File: src/sbc_pkg.sv
package sbc_pkg;
  // Bus slave register offsets (byte addresses)
  localparam logic [7:0] OFS_CMD = 8'h00;
  localparam logic [7:0] OFS_OPERAND = 8'h04;
  localparam logic [7:0] OFS_FLAGS = 8'h08;
  localparam logic [7:0] OFS_COUNT = 8'h0C;
  localparam logic [7:0] OFS_SRC_INDEX = 8'h10;
  localparam logic [7:0] OFS_DEST_INDEX = 8'h14;
  localparam logic [7:0] OFS_ACCUM = 8'h18;
  localparam logic [7:0] OFS_POINTER = 8'h1C;
  localparam logic [7:0] OFS_SEGS = 8'h20;
  localparam logic [7:0] OFS_RESULT = 8'h24;
  localparam logic [7:0] OFS_STATUS = 8'h28;
  localparam logic [7:0] OFS_MEMDATA = 8'h2C;
  // Command fields in the command register
  localparam int CMD_OP_LSB = 0;
  localparam int CMD_COND_LSB = 8;
  localparam int CMD_WORD_BIT = 12;
  localparam int CMD_PREFIX_LSB = 13;
  localparam int CMD_OVR_BIT = 15;
  localparam int CMD_OVRSEG_LSB = 16;
  localparam int CMD_RCNT_LSB = 24;
  localparam int CMD_RCNT_CL_BIT = 29;
  // Flag bit positions in the flag register
  localparam int FLG_CARRY = 0;
  localparam int FLG_PARITY = 2;
  localparam int FLG_ZERO = 6;
  localparam int FLG_SIGN = 7;
  localparam int FLG_DIR = 10;
  localparam int FLG_OVF = 11;
  // Reset values
  localparam logic [15:0] RST_WORD = 16'h0000;
  localparam logic [15:0] RST_FLAGS = 16'h0000;
  // Instruction groups
  localparam logic [7:0] OP_NONE = 8'h00;
  localparam logic [7:0] OP_ROL = 8'h01;
  localparam logic [7:0] OP_ROR = 8'h02;
  localparam logic [7:0] OP_RCL = 8'h03;
  localparam logic [7:0] OP_RCR = 8'h04;
  localparam logic [7:0] OP_MOVE = 8'h10;
  localparam logic [7:0] OP_CMP = 8'h11;
  localparam logic [7:0] OP_SCAN = 8'h12;
  localparam logic [7:0] OP_LOAD = 8'h13;
  localparam logic [7:0] OP_STORE = 8'h14;
  localparam logic [7:0] OP_JCC = 8'h20;
  localparam logic [7:0] OP_JNEAR = 8'h21;
  localparam logic [7:0] OP_JFAR = 8'h22;
  localparam logic [7:0] OP_CNEAR = 8'h23;
  localparam logic [7:0] OP_CFAR = 8'h24;
  localparam logic [7:0] OP_LOOP = 8'h25;
  localparam logic [7:0] OP_LOOPZ = 8'h26;
  localparam logic [7:0] OP_LOOPNZ = 8'h27;
  localparam logic [7:0] OP_BRANCH_ON_ZERO_COUNT = 8'h28;
  localparam logic [7:0] OP_SWINT = 8'h30;
  localparam logic [7:0] OP_NMI = 8'h31;
  localparam logic [7:0] OP_EXTINT = 8'h32;
  // Repeat prefixes
  localparam logic [1:0] PFX_NONE = 2'h0;
  localparam logic [1:0] PFX_REP = 2'h1;
  localparam logic [1:0] PFX_WHILE = 2'h2;
  localparam logic [1:0] PFX_UNTIL = 2'h3;
  // Segment selectors
  localparam logic [1:0] SEG_EXTRA = 2'h0;
  localparam logic [1:0] SEG_CODE = 2'h1;
  localparam logic [1:0] SEG_STACK = 2'h2;
  localparam logic [1:0] SEG_DATA = 2'h3;
  // Stack push step in bytes
  localparam logic [15:0] PUSH_STEP = 16'h0002;
  typedef enum {ST_IDLE, ST_SRC, ST_DST, ST_STEP, ST_PUSH_CS, ST_PUSH_IP, ST_FLUSH} state_t;
endpackage : sbc_pkg

File: src/string_and_branch_control.sv
// Decided for this implementation: the address map and the AHB-Lite interface to the registers.
module string_and_branch_control
  import sbc_pkg::*;
(
  input wire logic clk,
  input wire logic rst,
  input wire logic [31:0] haddr,
  input wire logic [1:0] htrans,
  input wire logic hwrite,
  input wire logic [2:0] hsize,
  input wire logic [31:0] hwdata,
  input wire logic hsel,
  input wire logic hready,
  output logic [31:0] hrdata,
  output logic hreadyout,
  output logic hresp,
  output logic mem_req,
  output logic mem_write,
  output logic [1:0] mem_seg,
  output logic [15:0] mem_offset,
  output logic [15:0] mem_wdata,
  output logic mem_word,
  input wire logic mem_ack,
  input wire logic [15:0] mem_rdata,
  output logic queue_flush,
  output logic inta_cycle,
  input wire logic irq_pending
);
  logic [31:0] cmd_q;
  logic [15:0] operand_q, flags_q, count_q, si_q, di_q, acc_q, ip_q, cs_q, sp_q;
  logic [15:0] result_q, src_data_q;
  logic busy_q, done_q, paused_q, start_q;
  state_t state_q;
  logic irq_s1_q, irq_s2_q;

  // Command decode
  logic [7:0] op;
  logic [3:0] cond;
  logic is_word, override, cnt_from_cl;
  logic [1:0] prefix, ovr_seg;
  logic [4:0] rcount;
  assign op = cmd_q[CMD_OP_LSB +: 8];
  assign cond = cmd_q[CMD_COND_LSB +: 4];
  assign is_word = cmd_q[CMD_WORD_BIT];
  assign prefix = cmd_q[CMD_PREFIX_LSB +: 2];
  assign override = cmd_q[CMD_OVR_BIT];
  assign ovr_seg = cmd_q[CMD_OVRSEG_LSB +: 2];
  assign cnt_from_cl = cmd_q[CMD_RCNT_CL_BIT];
  assign rcount = cnt_from_cl ? count_q[4:0] : cmd_q[CMD_RCNT_LSB +: 5];

  logic cf, zf, sf, of_, pf, df;
  assign cf = flags_q[FLG_CARRY];
  assign zf = flags_q[FLG_ZERO];
  assign sf = flags_q[FLG_SIGN];
  assign of_ = flags_q[FLG_OVF];
  assign pf = flags_q[FLG_PARITY];
  assign df = flags_q[FLG_DIR];

  // Condition table, low bit negates
  logic cond_base, cond_true;
  always_comb begin
    case (cond[3:1])
      3'h0: cond_base = of_;
      3'h1: cond_base = cf;
      3'h2: cond_base = zf;
      3'h3: cond_base = cf | zf;
      3'h4: cond_base = sf;
      3'h5: cond_base = pf;
      3'h6: cond_base = sf ^ of_;
      default: cond_base = (sf ^ of_) | zf;
    endcase
    cond_true = cond_base ^ cond[0];
  end

  // Rotate engine, one bit position per loop pass
  logic [15:0] rot_val;
  logic rot_c, rot_msb;
  always_comb begin
    rot_val = operand_q;
    rot_c = cf;
    rot_msb = 1'b0;
    for (int i = 0; i < 31; i++) begin
      if (i < 32'(rcount)) begin
        rot_msb = is_word ? rot_val[15] : rot_val[7];
        case (op)
          OP_ROL: begin
            rot_val = is_word ? {rot_val[14:0], rot_val[15]} :
                      {8'h00, rot_val[6:0], rot_val[7]};
            rot_c = rot_val[0];
          end
          OP_ROR: begin
            rot_val = is_word ? {rot_val[0], rot_val[15:1]} :
                      {8'h00, rot_val[0], rot_val[7:1]};
            rot_c = is_word ? rot_val[15] : rot_val[7];
          end
          OP_RCL: begin
            rot_val = is_word ? {rot_val[14:0], rot_c} :
                      {8'h00, rot_val[6:0], rot_c};
            rot_c = rot_msb;
          end
          OP_RCR: begin
            rot_msb = rot_val[0];
            rot_val = is_word ? {rot_c, rot_val[15:1]} :
                      {8'h00, rot_c, rot_val[7:1]};
            rot_c = rot_msb;
          end
          default: rot_val = rot_val;
        endcase
      end
    end
  end

  // Index step and short branch target
  logic [15:0] step, disp, next_ip;
  logic is_str, is_match_op, iterate_prefix, stop_match, mem_done;
  assign step = is_word ? 16'h0002 : 16'h0001;
  assign disp = {{8{operand_q[7]}}, operand_q[7:0]};
  assign next_ip = ip_q + disp;
  assign is_str = (op >= OP_MOVE) && (op <= OP_STORE);
  assign is_match_op = (op == OP_CMP) || (op == OP_SCAN);
  assign iterate_prefix = prefix != PFX_NONE;
  assign mem_done = mem_req && mem_ack;
  // Loop count after decrement and the branch decision
  logic [15:0] count_dec;
  logic branch_taken;
  assign count_dec = count_q - 16'h0001;
  always_comb begin
    case (op)
      OP_JCC: branch_taken = cond_true;
      OP_BRANCH_ON_ZERO_COUNT: branch_taken = count_q == 16'h0000;
      OP_LOOP: branch_taken = count_dec != 16'h0000;
      OP_LOOPZ: branch_taken = (count_dec != 16'h0000) && zf;
      default: branch_taken = (count_dec != 16'h0000) && !zf;
    endcase
  end
  // Zero flag from compare of last element
  logic elem_eq;
  assign elem_eq = is_word ? (src_data_q == mem_rdata) :
                   (src_data_q[7:0] == mem_rdata[7:0]);
  assign stop_match = is_match_op && (((prefix == PFX_WHILE) && !elem_eq) ||
                      ((prefix == PFX_UNTIL) && elem_eq));

  // AHB-Lite address phase capture
  logic [7:0] a_q;
  logic w_q, sel_q;
  always_ff @(posedge clk) begin
    if (rst) begin
      a_q <= 8'h00;
      w_q <= 1'b0;
      sel_q <= 1'b0;
    end else if (hready) begin
      a_q <= haddr[7:0];
      w_q <= hwrite;
      sel_q <= hsel && htrans[1];
    end
  end
  logic wr_en;
  assign wr_en = sel_q && w_q;

  // Always ready, always OKAY: the slave never stalls
  always_ff @(posedge clk) begin
    if (rst) begin
      hreadyout <= 1'b1;
      hresp <= 1'b0;
    end else begin
      hreadyout <= 1'b1;
      hresp <= 1'b0;
    end
  end

  // Read mux registered on the address phase so data stands in the data phase
  always_ff @(posedge clk) begin
    if (rst) begin
      hrdata <= 32'h0000_0000;
    end else if (hready && hsel && htrans[1] && !hwrite) begin
      case (haddr[7:0])
        OFS_CMD: hrdata <= cmd_q;
        OFS_OPERAND: hrdata <= {16'h0000, operand_q};
        OFS_FLAGS: hrdata <= {16'h0000, flags_q};
        OFS_COUNT: hrdata <= {16'h0000, count_q};
        OFS_SRC_INDEX: hrdata <= {16'h0000, si_q};
        OFS_DEST_INDEX: hrdata <= {16'h0000, di_q};
        OFS_ACCUM: hrdata <= {16'h0000, acc_q};
        OFS_POINTER: hrdata <= {16'h0000, ip_q};
        OFS_SEGS: hrdata <= {cs_q, sp_q};
        OFS_RESULT: hrdata <= {16'h0000, result_q};
        OFS_STATUS: hrdata <= {29'h0, paused_q, done_q, busy_q};
        OFS_MEMDATA: hrdata <= {16'h0000, src_data_q};
        default: hrdata <= 32'h0000_0000;
      endcase
    end
  end

  // Interrupt request synchroniser
  always_ff @(posedge clk) begin
    if (rst) begin
      irq_s1_q <= 1'b0;
      irq_s2_q <= 1'b0;
    end else begin
      irq_s1_q <= irq_pending;
      irq_s2_q <= irq_s1_q;
    end
  end

  // Command register; a write starts execution when idle
  always_ff @(posedge clk) begin
    if (rst) begin
      cmd_q <= 32'h0000_0000;
      operand_q <= RST_WORD;
      start_q <= 1'b0;
    end else begin
      start_q <= wr_en && (a_q == OFS_CMD) && !busy_q;
      if (wr_en && !busy_q && a_q == OFS_CMD) cmd_q <= hwdata;
      if (wr_en && !busy_q && a_q == OFS_OPERAND) operand_q <= hwdata[15:0];
    end
  end

  // Execution sequencer and architectural state
  always_ff @(posedge clk) begin
    if (rst) begin
      state_q <= ST_IDLE;
      busy_q <= 1'b0;
      done_q <= 1'b0;
      paused_q <= 1'b0;
      flags_q <= RST_FLAGS;
      count_q <= RST_WORD;
      si_q <= RST_WORD;
      di_q <= RST_WORD;
      acc_q <= RST_WORD;
      ip_q <= RST_WORD;
      cs_q <= RST_WORD;
      sp_q <= RST_WORD;
      result_q <= RST_WORD;
      src_data_q <= RST_WORD;
      mem_req <= 1'b0;
      mem_write <= 1'b0;
      mem_seg <= SEG_DATA;
      mem_offset <= RST_WORD;
      mem_wdata <= RST_WORD;
      mem_word <= 1'b0;
      queue_flush <= 1'b0;
      inta_cycle <= 1'b0;
    end else begin
      queue_flush <= 1'b0;
      inta_cycle <= 1'b0;
      if (wr_en && !busy_q) begin
        case (a_q)
          OFS_FLAGS: flags_q <= hwdata[15:0];
          OFS_COUNT: count_q <= hwdata[15:0];
          OFS_SRC_INDEX: si_q <= hwdata[15:0];
          OFS_DEST_INDEX: di_q <= hwdata[15:0];
          OFS_ACCUM: acc_q <= hwdata[15:0];
          OFS_POINTER: ip_q <= hwdata[15:0];
          OFS_SEGS: begin
            cs_q <= hwdata[31:16];
            sp_q <= hwdata[15:0];
          end
          default: ;
        endcase
      end
      case (state_q)
        ST_IDLE: begin
          if (start_q) begin
            busy_q <= 1'b1;
            done_q <= 1'b0;
            paused_q <= 1'b0;
            state_q <= ST_STEP;
          end
        end
        ST_STEP: begin
          state_q <= ST_IDLE;
          busy_q <= 1'b0;
          done_q <= 1'b1;
          if (op >= OP_ROL && op <= OP_RCR) begin
            result_q <= rot_val;
            flags_q[FLG_CARRY] <= rot_c;
          end else if (is_str) begin
            if (iterate_prefix && count_q == 16'h0000) begin
              state_q <= ST_IDLE;
            end else if (iterate_prefix && irq_s2_q) begin
              paused_q <= 1'b1;
            end else begin
              busy_q <= 1'b1;
              done_q <= 1'b0;
              paused_q <= 1'b0;
              mem_req <= 1'b1;
              mem_word <= is_word;
              if (op == OP_STORE) begin
                state_q <= ST_DST;
                mem_write <= 1'b1;
                mem_seg <= SEG_EXTRA;
                mem_offset <= di_q;
                mem_wdata <= acc_q;
              end else if (op == OP_SCAN) begin
                state_q <= ST_DST;
                src_data_q <= acc_q;
                mem_write <= 1'b0;
                mem_seg <= SEG_EXTRA;
                mem_offset <= di_q;
              end else begin
                state_q <= ST_SRC;
                mem_write <= 1'b0;
                mem_seg <= override ? ovr_seg : SEG_DATA;
                mem_offset <= si_q;
              end
            end
          end else if (op == OP_JCC || op == OP_BRANCH_ON_ZERO_COUNT || op >= OP_LOOP && op <= OP_LOOPNZ) begin
            if (op >= OP_LOOP && op <= OP_LOOPNZ) count_q <= count_dec;
            if (branch_taken) begin
              ip_q <= next_ip;
              queue_flush <= 1'b1;
            end
          end else if (op == OP_JNEAR || op == OP_JFAR) begin
            ip_q <= operand_q;
            if (op == OP_JFAR) cs_q <= count_q;
            queue_flush <= 1'b1;
          end else if (op == OP_CNEAR || op == OP_CFAR) begin
            busy_q <= 1'b1;
            done_q <= 1'b0;
            state_q <= (op == OP_CFAR) ? ST_PUSH_CS : ST_PUSH_IP;
            sp_q <= sp_q - PUSH_STEP;
            mem_req <= 1'b1;
            mem_write <= 1'b1;
            mem_word <= 1'b1;
            mem_seg <= SEG_STACK;
            mem_offset <= sp_q - PUSH_STEP;
            mem_wdata <= (op == OP_CFAR) ? cs_q : ip_q;
          end else if (op >= OP_SWINT && op <= OP_EXTINT) begin
            inta_cycle <= (op == OP_EXTINT);
            queue_flush <= 1'b1;
          end
        end
        ST_SRC: if (mem_done) begin
          src_data_q <= mem_rdata;
          si_q <= df ? si_q - step : si_q + step;
          if (op == OP_LOAD) begin
            acc_q <= is_word ? mem_rdata : {acc_q[15:8], mem_rdata[7:0]};
            mem_req <= 1'b0;
            state_q <= ST_FLUSH;
          end else begin
            state_q <= ST_DST;
            mem_seg <= SEG_EXTRA;
            mem_offset <= di_q;
            mem_write <= (op == OP_MOVE);
            mem_wdata <= mem_rdata;
          end
        end
        ST_DST: if (mem_done) begin
          mem_req <= 1'b0;
          mem_write <= 1'b0;
          di_q <= df ? di_q - step : di_q + step;
          if (is_match_op) flags_q[FLG_ZERO] <= elem_eq;
          state_q <= ST_FLUSH;
          if (iterate_prefix) count_q <= count_q - 16'h0001;
          if (iterate_prefix && !stop_match && count_q != 16'h0001) state_q <= ST_STEP;
        end
        ST_PUSH_CS: if (mem_done) begin
          state_q <= ST_PUSH_IP;
          sp_q <= sp_q - PUSH_STEP;
          mem_offset <= sp_q - PUSH_STEP;
          mem_wdata <= ip_q;
        end
        ST_PUSH_IP: if (mem_done) begin
          mem_req <= 1'b0;
          mem_write <= 1'b0;
          ip_q <= operand_q;
          if (op == OP_CFAR) cs_q <= count_q;
          queue_flush <= 1'b1;
          state_q <= ST_FLUSH;
        end
        ST_FLUSH: begin
          state_q <= ST_IDLE;
          busy_q <= 1'b0;
          done_q <= 1'b1;
        end
        default: state_q <= ST_IDLE;
      endcase
    end
  end
endmodule : string_and_branch_control

File: config.mk
export PLATFORM = sky130hd
export DESIGN_NAME = string_and_branch_control
export DESIGN_NICKNAME = d
export VERILOG_FILES = /design/src/sbc_pkg.sv /design/src/string_and_branch_control.sv
export SDC_FILE = /design/constraint.sdc
export NUM_CORES = 2
export LEC_CHECK = 0
export BUFFER_PORTS_ARGS = -buffer_cell sky130_fd_sc_hd__buf_2
export CELL_PAD_IN_SITES_DETAIL_PLACEMENT = 1
export CELL_PAD_IN_SITES_GLOBAL_PLACEMENT = 2
export CORE_MARGIN = 1
export CORE_UTILIZATION = 36
export CTS_CLUSTER_SIZE = 10
export DETAILED_ROUTE_END_ITERATION = 16
export HOLD_SLACK_MARGIN = 0.12
export PLACE_DENSITY = 0.94
export SLEW_MARGIN = 10
export SYNTH_ARGS = -nofsm -noshare
export SYNTH_HDL_FRONTEND = slang
export SYNTH_SLANG_ARGS = --single-unit
File: constraint.sdc
create_clock -name clk -period 14.2 [get_ports clk]
set_input_delay 2.84 -clock clk [delete_from_list [all_inputs] [get_ports clk]]
set_output_delay 2.84 -clock clk [all_outputs]
set_load 0.01 [all_outputs]
# Word level (Yosys, flattened, before mapping)
# Index checks and enable logic that the tools add are counted.
word_totals:
  regBits: 327
  inputBits: 92
  out_inout_bits: 73
  word_cells: 721
op_classes:
  add_sub_neg: 7
  n_lt_le_gt_ge: 39
  eq_ne: 79
  n_mux: 494
  bitwise_logic: 7
  reduce_logical: 62
ops:
  columns: ["op", "n"]
  rows:
  - ["16-bit 2-to-1 mux", 235]
  - ["16-bit case mux with 4 select lines", 31]
  - ["32-bit case mux with 12 select lines", 1]
  - ["32-bit 2-to-1 mux", 7]
  - ["32-bit case mux with 6 select lines", 1]
  - ["16-bit case mux with 2 select lines", 5]
  - ["1-bit 2-to-1 mux", 147]
  - ["1-bit case mux with 4 select lines", 32]
  - ["8-bit by 6-bit == test with 1-bit output, second input constant", 14]
  - ["8-bit by 5-bit == test with 1-bit output, second input constant", 13]
  - ["32-bit by 3-bit == test with 1-bit output, second input constant", 3]
  - ["16-bit case mux with 3 select lines", 2]
  - ["5-bit less-than comparator, first input constant", 15]
  - ["32-bit by 2-bit == test with 1-bit output, second input constant", 2]
  - ["4-bit by 5-bit less-than comparator with 1-bit output, first input constant", 8]
  - ["2-bit 2-to-1 mux", 17]
  - ["2-bit inequality test, second input constant", 17]
  - ["16-bit by 2-bit adder with 16-bit output", 2]
  - ["32-bit by 1-bit == test with 1-bit output, second input constant", 1]
  - ["8-bit by 4-bit == test with 1-bit output, second input constant", 4]
  - ["32-bit logical NOT", 1]
  - ["16-bit by 2-bit subtractor with 16-bit output", 2]
  - ["10-bit AND reduction", 3]
  - ["8-bit by 3-bit == test with 1-bit output, second input constant", 3]
  - ["51 further kinds", 122]

# Depth between registers and ports, before layout
depth:
  ltp_word: 111
  mapped_depth: 57
  mapped_depth_nobuf: 48

# Worst setup path before layout
# OpenSTA, ideal clock, no wires.
synth_timing:
  kind: "flip-flop to flip-flop"
  startpoint: "register cmd_q[2]"
  endpoint: "register result_q[0]"
  setup_ns: 0.134
  t_arrival_ns: 12.285
  required_ns: 14.066
  slack_ns: 1.781
  stages_incl_launch_ff: 51
  path_buffers: 3
  period_less_slack_ns: 12.419
  path_cell_list: "dfxtp_1 -> buf_2 -> clkbuf_1 -> nor3b_2 -> nand2_1 -> a21oi_2 -> buf_2 -> mux2_1 -> a211oi_1 -> a21oi_1 -> a2111oi_2 -> a211oi_1 -> o211ai_1 -> or2_1 -> o2bb2ai_4 -> o22ai_1 -> o32a_1 -> o21ai_4 -> (+15 left out) -> a221o_1 -> o21ai_1 -> o211a_4 -> o311ai_2 -> a211oi_2 -> nand3_2 -> a2111oi_4 -> a211oi_1 -> o31ai_4 -> o32ai_1 -> o31a_1 -> a221oi_4 -> o32ai_2 -> o21ai_4 -> o211a_1 -> a21oi_2 -> a221oi_1 -> a211oi_1"
synth_via:
  elab_chain_cells: 108
  elab_cells_between_ends: 308
  classes_between: "order compare: 2; eq/ne: 4; mux: 300; reduce/logical: 2"
synth_rtl:
  columns: ["item", "line", "text"]
  rows:
  - ["from (decl)", "string_and_branch_control.sv:29", "logic [31:0] cmd_q;"]
  - ["from (signal assigned)", "string_and_branch_control.sv:213", "if (wr_en && !busy_q && a_q == OFS_CMD) cmd_q <= hwdata;"]
  - ["8-bit by 3-bit == test with 1-bit output, or another cell as far along", "string_and_branch_control.sv:85", "case (op)"]
  - ["16-bit case mux with 4 select lines", "string_and_branch_control.sv:85", null]
  - ["16-bit 2-to-1 mux", "string_and_branch_control.sv:83", "if (i < 32'(rcount)) begin"]
  - ["16-bit 2-to-1 mux", "string_and_branch_control.sv:92", "rot_val = is_word ? {rot_val[0], rot_val[15:1]} :"]
  - ["1-bit 2-to-1 mux", "string_and_branch_control.sv:94", "rot_c = is_word ? rot_val[15] : rot_val[7];"]
  - ["1-bit case mux with 4 select lines", "string_and_branch_control.sv:85", null]
  - ["1-bit 2-to-1 mux", "string_and_branch_control.sv:83", null]
  - ["16-bit 2-to-1 mux", "string_and_branch_control.sv:97", "rot_val = is_word ? {rot_val[14:0], rot_c} :"]
  - ["(+92 left out)", null, null]
  - ["16-bit 2-to-1 mux", "string_and_branch_control.sv:83", null]
  - ["16-bit 2-to-1 mux", "string_and_branch_control.sv:92", null]
  - ["1-bit 2-to-1 mux", "string_and_branch_control.sv:94", null]
  - ["1-bit case mux with 4 select lines", "string_and_branch_control.sv:85", null]
  - ["1-bit 2-to-1 mux", "string_and_branch_control.sv:83", null]
  - ["16-bit 2-to-1 mux", "string_and_branch_control.sv:97", null]
  - ["16-bit case mux with 4 select lines", "string_and_branch_control.sv:85", null]
  - ["16-bit 2-to-1 mux", "string_and_branch_control.sv:83", null]
  - ["to (signal assigned)", "string_and_branch_control.sv:275", "result_q <= rot_val;"]
  - ["to (decl)", "string_and_branch_control.sv:31", "logic [15:0] result_q, src_data_q;"]
# Parallel ways exist; a longest one is shown, timed or not.
# A chain may end at the register's enable or synchronous reset.

# Final worst setup path
layout_timing:
  startpoint: "register cmd_q[4]"
  endpoint: "register result_q[0]"
# The elaborated chain is that of the path after synthesis.

==> impl_results.md <==
* Pwr dens at approximately 40 nW/um^2
* Avg Vias per Cell at approximately 7.2
* Sequential share of the synthesized area at 0.164
* Root Buffer: clkbuf_16
* Tightest Pin Transition at 1.64 ns
* Max cap viols at 3
* Peak supply drop at 0.0000591 V
* Area Overhead vs Synth at 23.1%
* Fillers at 12831
* Final Hold Viols at 0
* Most used cell, CP: buf_4
* Synth area leader: dfxtp_1
* Number of CTS-inserted buffers at 35
* Worst endpoint required time at 14.56 ns
* Final Total Pwr at 0.00175 W
* Nets at 5998
* Endpoint class of the critical path: register
* CTS max path bufs at 3
* Reg clk slew, reported paths at about 0.06 ns
* Core area at 100000 sq um
* Skew final at ~0.044 ns
* Seq cells post-synth at 298
* Synth cell types at 128
* Multi-input gate area at 29900 sq um
* Number of global-route vias before repair at 50098
* Syn nets at 5600
* Switching Fraction at 0.256
* Fin crit period at about 15 ns
* Total gr overflow at 0
* H-tree Lvls at 2
* Max frequency at 67.3 MHz
* FFs w/ async S/R, synth at 0
* Internal power at between 0.001 and 0.0015 W
* DRT Pass-1 Iters at 9
* DR DRC count at 0
* Ratio of cells with drive above 1 in the final layout at 0.220
* Mapped cell area at 36500 sq um
* Antenna violations before repair at 10
* Setup WS post-layout at -0.663 ns
* Power share of the sequential group at 0.482
* Clock share of power at 0.464
* Clock Latency Late Sink at roughly 0.57 ns
* Post-synth EDFFs at 0
* Slowest CP cell: a21oi_1
* Final wirelength at 211000 um
* Post-DP Area at 42300 sq um
* Via count at 51889
* Comb power frac at 0.054
* Total GRT Usage at 0.379
* Clk sink count at between 200 and 300
* I/O Pins at 165
* Final ANT Viol Nets at 0
* Final Hold Slack at 0.453 ns
* CTS tree: yes
* Static Leakage at 16.1 nW
* Failing checks: max-capacitance violations, max-slew violations, negative setup slack
* Synth Flop Type: dfxtp_1
* IO buf count at 134
* Mean post-synth cell area at 6.69 sq um
* Rows at 116
* Sequential cell area at between 5000 and 6000 sq um
* Die area at 103000 sq um
* Final period utilization at 1.05
* Crit path largest cell delay at 1.14 ns
* Worst hold path class: reg -> reg
* Wire length per cell at 29.2 um
* Crit Path Class: reg -> reg
* Die width at ~320 um
* Starting DRC count in detailed routing at 6969
* Die H at 320 um
* Top cell type's share of synthesized area at 0.164
* Placer's final routability congestion estimate at 1.08
* Largest net degree at the start of global routing at 131
* Final setup vio count at 17
* First-pass GRT wire length at 307000 um
* Fin area at between 40000 and 50000 sq um
* Arrival @ worst endpoint at 15.22 ns
* P_sw at around 0.00045 W
* Status: complete, but fails checks
* Yosys warning count at 0
* Synth top area cells: dfxtp_1 (16%), nand2_1 (6.8%), nor2_1 (6.8%), a21oi_1 (6.3%), clkbuf_1 (4.4%)
* Max_slew headroom at -0.100
* Post-Syn Instances at about 5500
* Initial Utilization at 0.364
* Slew Limit Fails at 10
* Post-detailed-placement half-perimeter wirelength at 150000 um
* Worst Path Max Fanout at 17
* Critical Path Source Type: register
==> cell usage after synthesis (all sizes together) (35+ instances only) <==
master,count
inv,67
nand4,36
o211ai,132
or3,49
a31oi,118
nor4,51
o22ai,48
nand2b,50
xor2,36
o21a,35
nor2,659
buf,51
o31ai,84
nand2,665
o311ai,38
nor3,158
clkbuf,424
and3,37
xnor2,43
a21oi,469
a22oi,128
o21ai,348
a211oi,217
a221oi,74
ha,48
nand3,168
dfxtp,298
a21o,66
a311oi,87
mux2i,84
and2,62
o21bai,42
==> through the flow <==
step | cells | setup WS, ns | utilization | TNS, ns
CTS | 7187 | 0.0220 | 0.433 | 0
global route | 7214 | -0.918 | 0.448 | -13.34
floorplan | 5457 | 1.78 | - | 0
detailed placement | 7143 | -0.683 | 0.422 | -9.23
finish | 7219 | -0.663 | 0.448 | -8.27
global placement | 7143 | -0.203 | 0.422 | -1.63
==> routing by layer <==
metal,global-route usage,routed length [um],vias up
met5,0,43,-
met1,0.447,74400,24922
met3,0.0969,26300,1386
met2,0.594,89700,3839
met4,0.283,20300,6
li1,-,-,21736
==> state kept, by name (all words and copies together), names as in the netlist, 2 cells and up <==
register	count
state_q	3
operand_q	16
a_q	8
result_q	16
src_data_q	16
mem_offset	16
di_q	16
flags_q	16
cs_q	16
si_q	16
hrdata	32
count_q	16
sp_q	16
ip_q	16
mem_seg	2
acc_q	16
cmd_q	32
mem_wdata	16
==> cell families after synthesis <==
| logic type | count (synthesis) | share of synthesized area |
|---|---|---|
| fa+ha+maj | 51 | 0.0181 |
| compound gates | 2282 | 0.445 |
| other cells | 2 | 0.000206 |
| mux | 112 | 0.0317 |
| simple gates | 2091 | 0.266 |
| buf+inv | 542 | 0.0568 |
| flops | 298 | 0.164 |
| xor+xnor | 79 | 0.0190 |
==> critical path, delay by kind of cell (launching register included) <==
kind	cells	cell delay (ns)
simple gates	13	3.89
buf+inv	7	1.36
flops	1	0.35
compound gates	33	9.03
==> cell usage in the layout, fill, tap and decap left out, types with 105 or more instances in the layout <==
| cell | Yosys | layout |
|---|---|---|
| o211ai_1 | 131 | 131 |
| nand3_1 | 166 | 159 |
| nand2_1 | 665 | 658 |
| buf_2 | 18 | 133 |
| buf_4 | 4 | 684 |
| a31oi_1 | 115 | 105 |
| a22oi_1 | 126 | 123 |
| a211oi_1 | 209 | 177 |
| a21oi_1 | 461 | 435 |
| nor3_1 | 154 | 135 |
| nor2_1 | 658 | 640 |
| o21ai_0 | 300 | 277 |
| dfxtp_1 | 298 | 292 |
==> power groups by stage <==
stage	Clock (W)	Combinational (W)	Sequential, W
final	0.000811	0.0000951	0.000844
after global routing	0.000842	0.0000959	0.000843
after CTS	0.000815	0.0000878	0.000844
after detailed placement	0	0.0000870	0.000862
after global placement	0	0.0000856	0.000862
after floorplan	0	0.0000412	0.000861
==> worst paths after layout <==
path	start	endpoint	slack (ns)	depth (start not counted)
max reg2reg	cmd_q[4]	result_q[0]	-0.66	53
min reg2reg	irq_s1_q	irq_s2_q	0.45	1
min	irq_s1_q	irq_s2_q	0.45	1
max	cmd_q[4]	result_q[0]	-0.66	53
==> timing repair <==
action,4_1_cts,5_1_grt
hold endpoints to repair,0,0
setup buffers,5,26
hold buffers,0,0
cloned,0,1
setup endpoints to repair,17,17
resized for setup,41,262
pin swaps,6,54
==> cell type report <==
class / instances / share of cell area
Multi-Input combinational cell: 4617 / 0.667
Timing Repair Buffer: 836 / 0.136
Sequential cell: 298 / 0.133
Tap cell: 1357 / 0.0378
Clock buffer: 37 / 0.0197
Inverter: 67 / 0.00560
Clock inverter: 2 / 0.000724
Antenna cell: 5 / 0.000279
No activity file was read; power rests on OpenSTA's default activity.
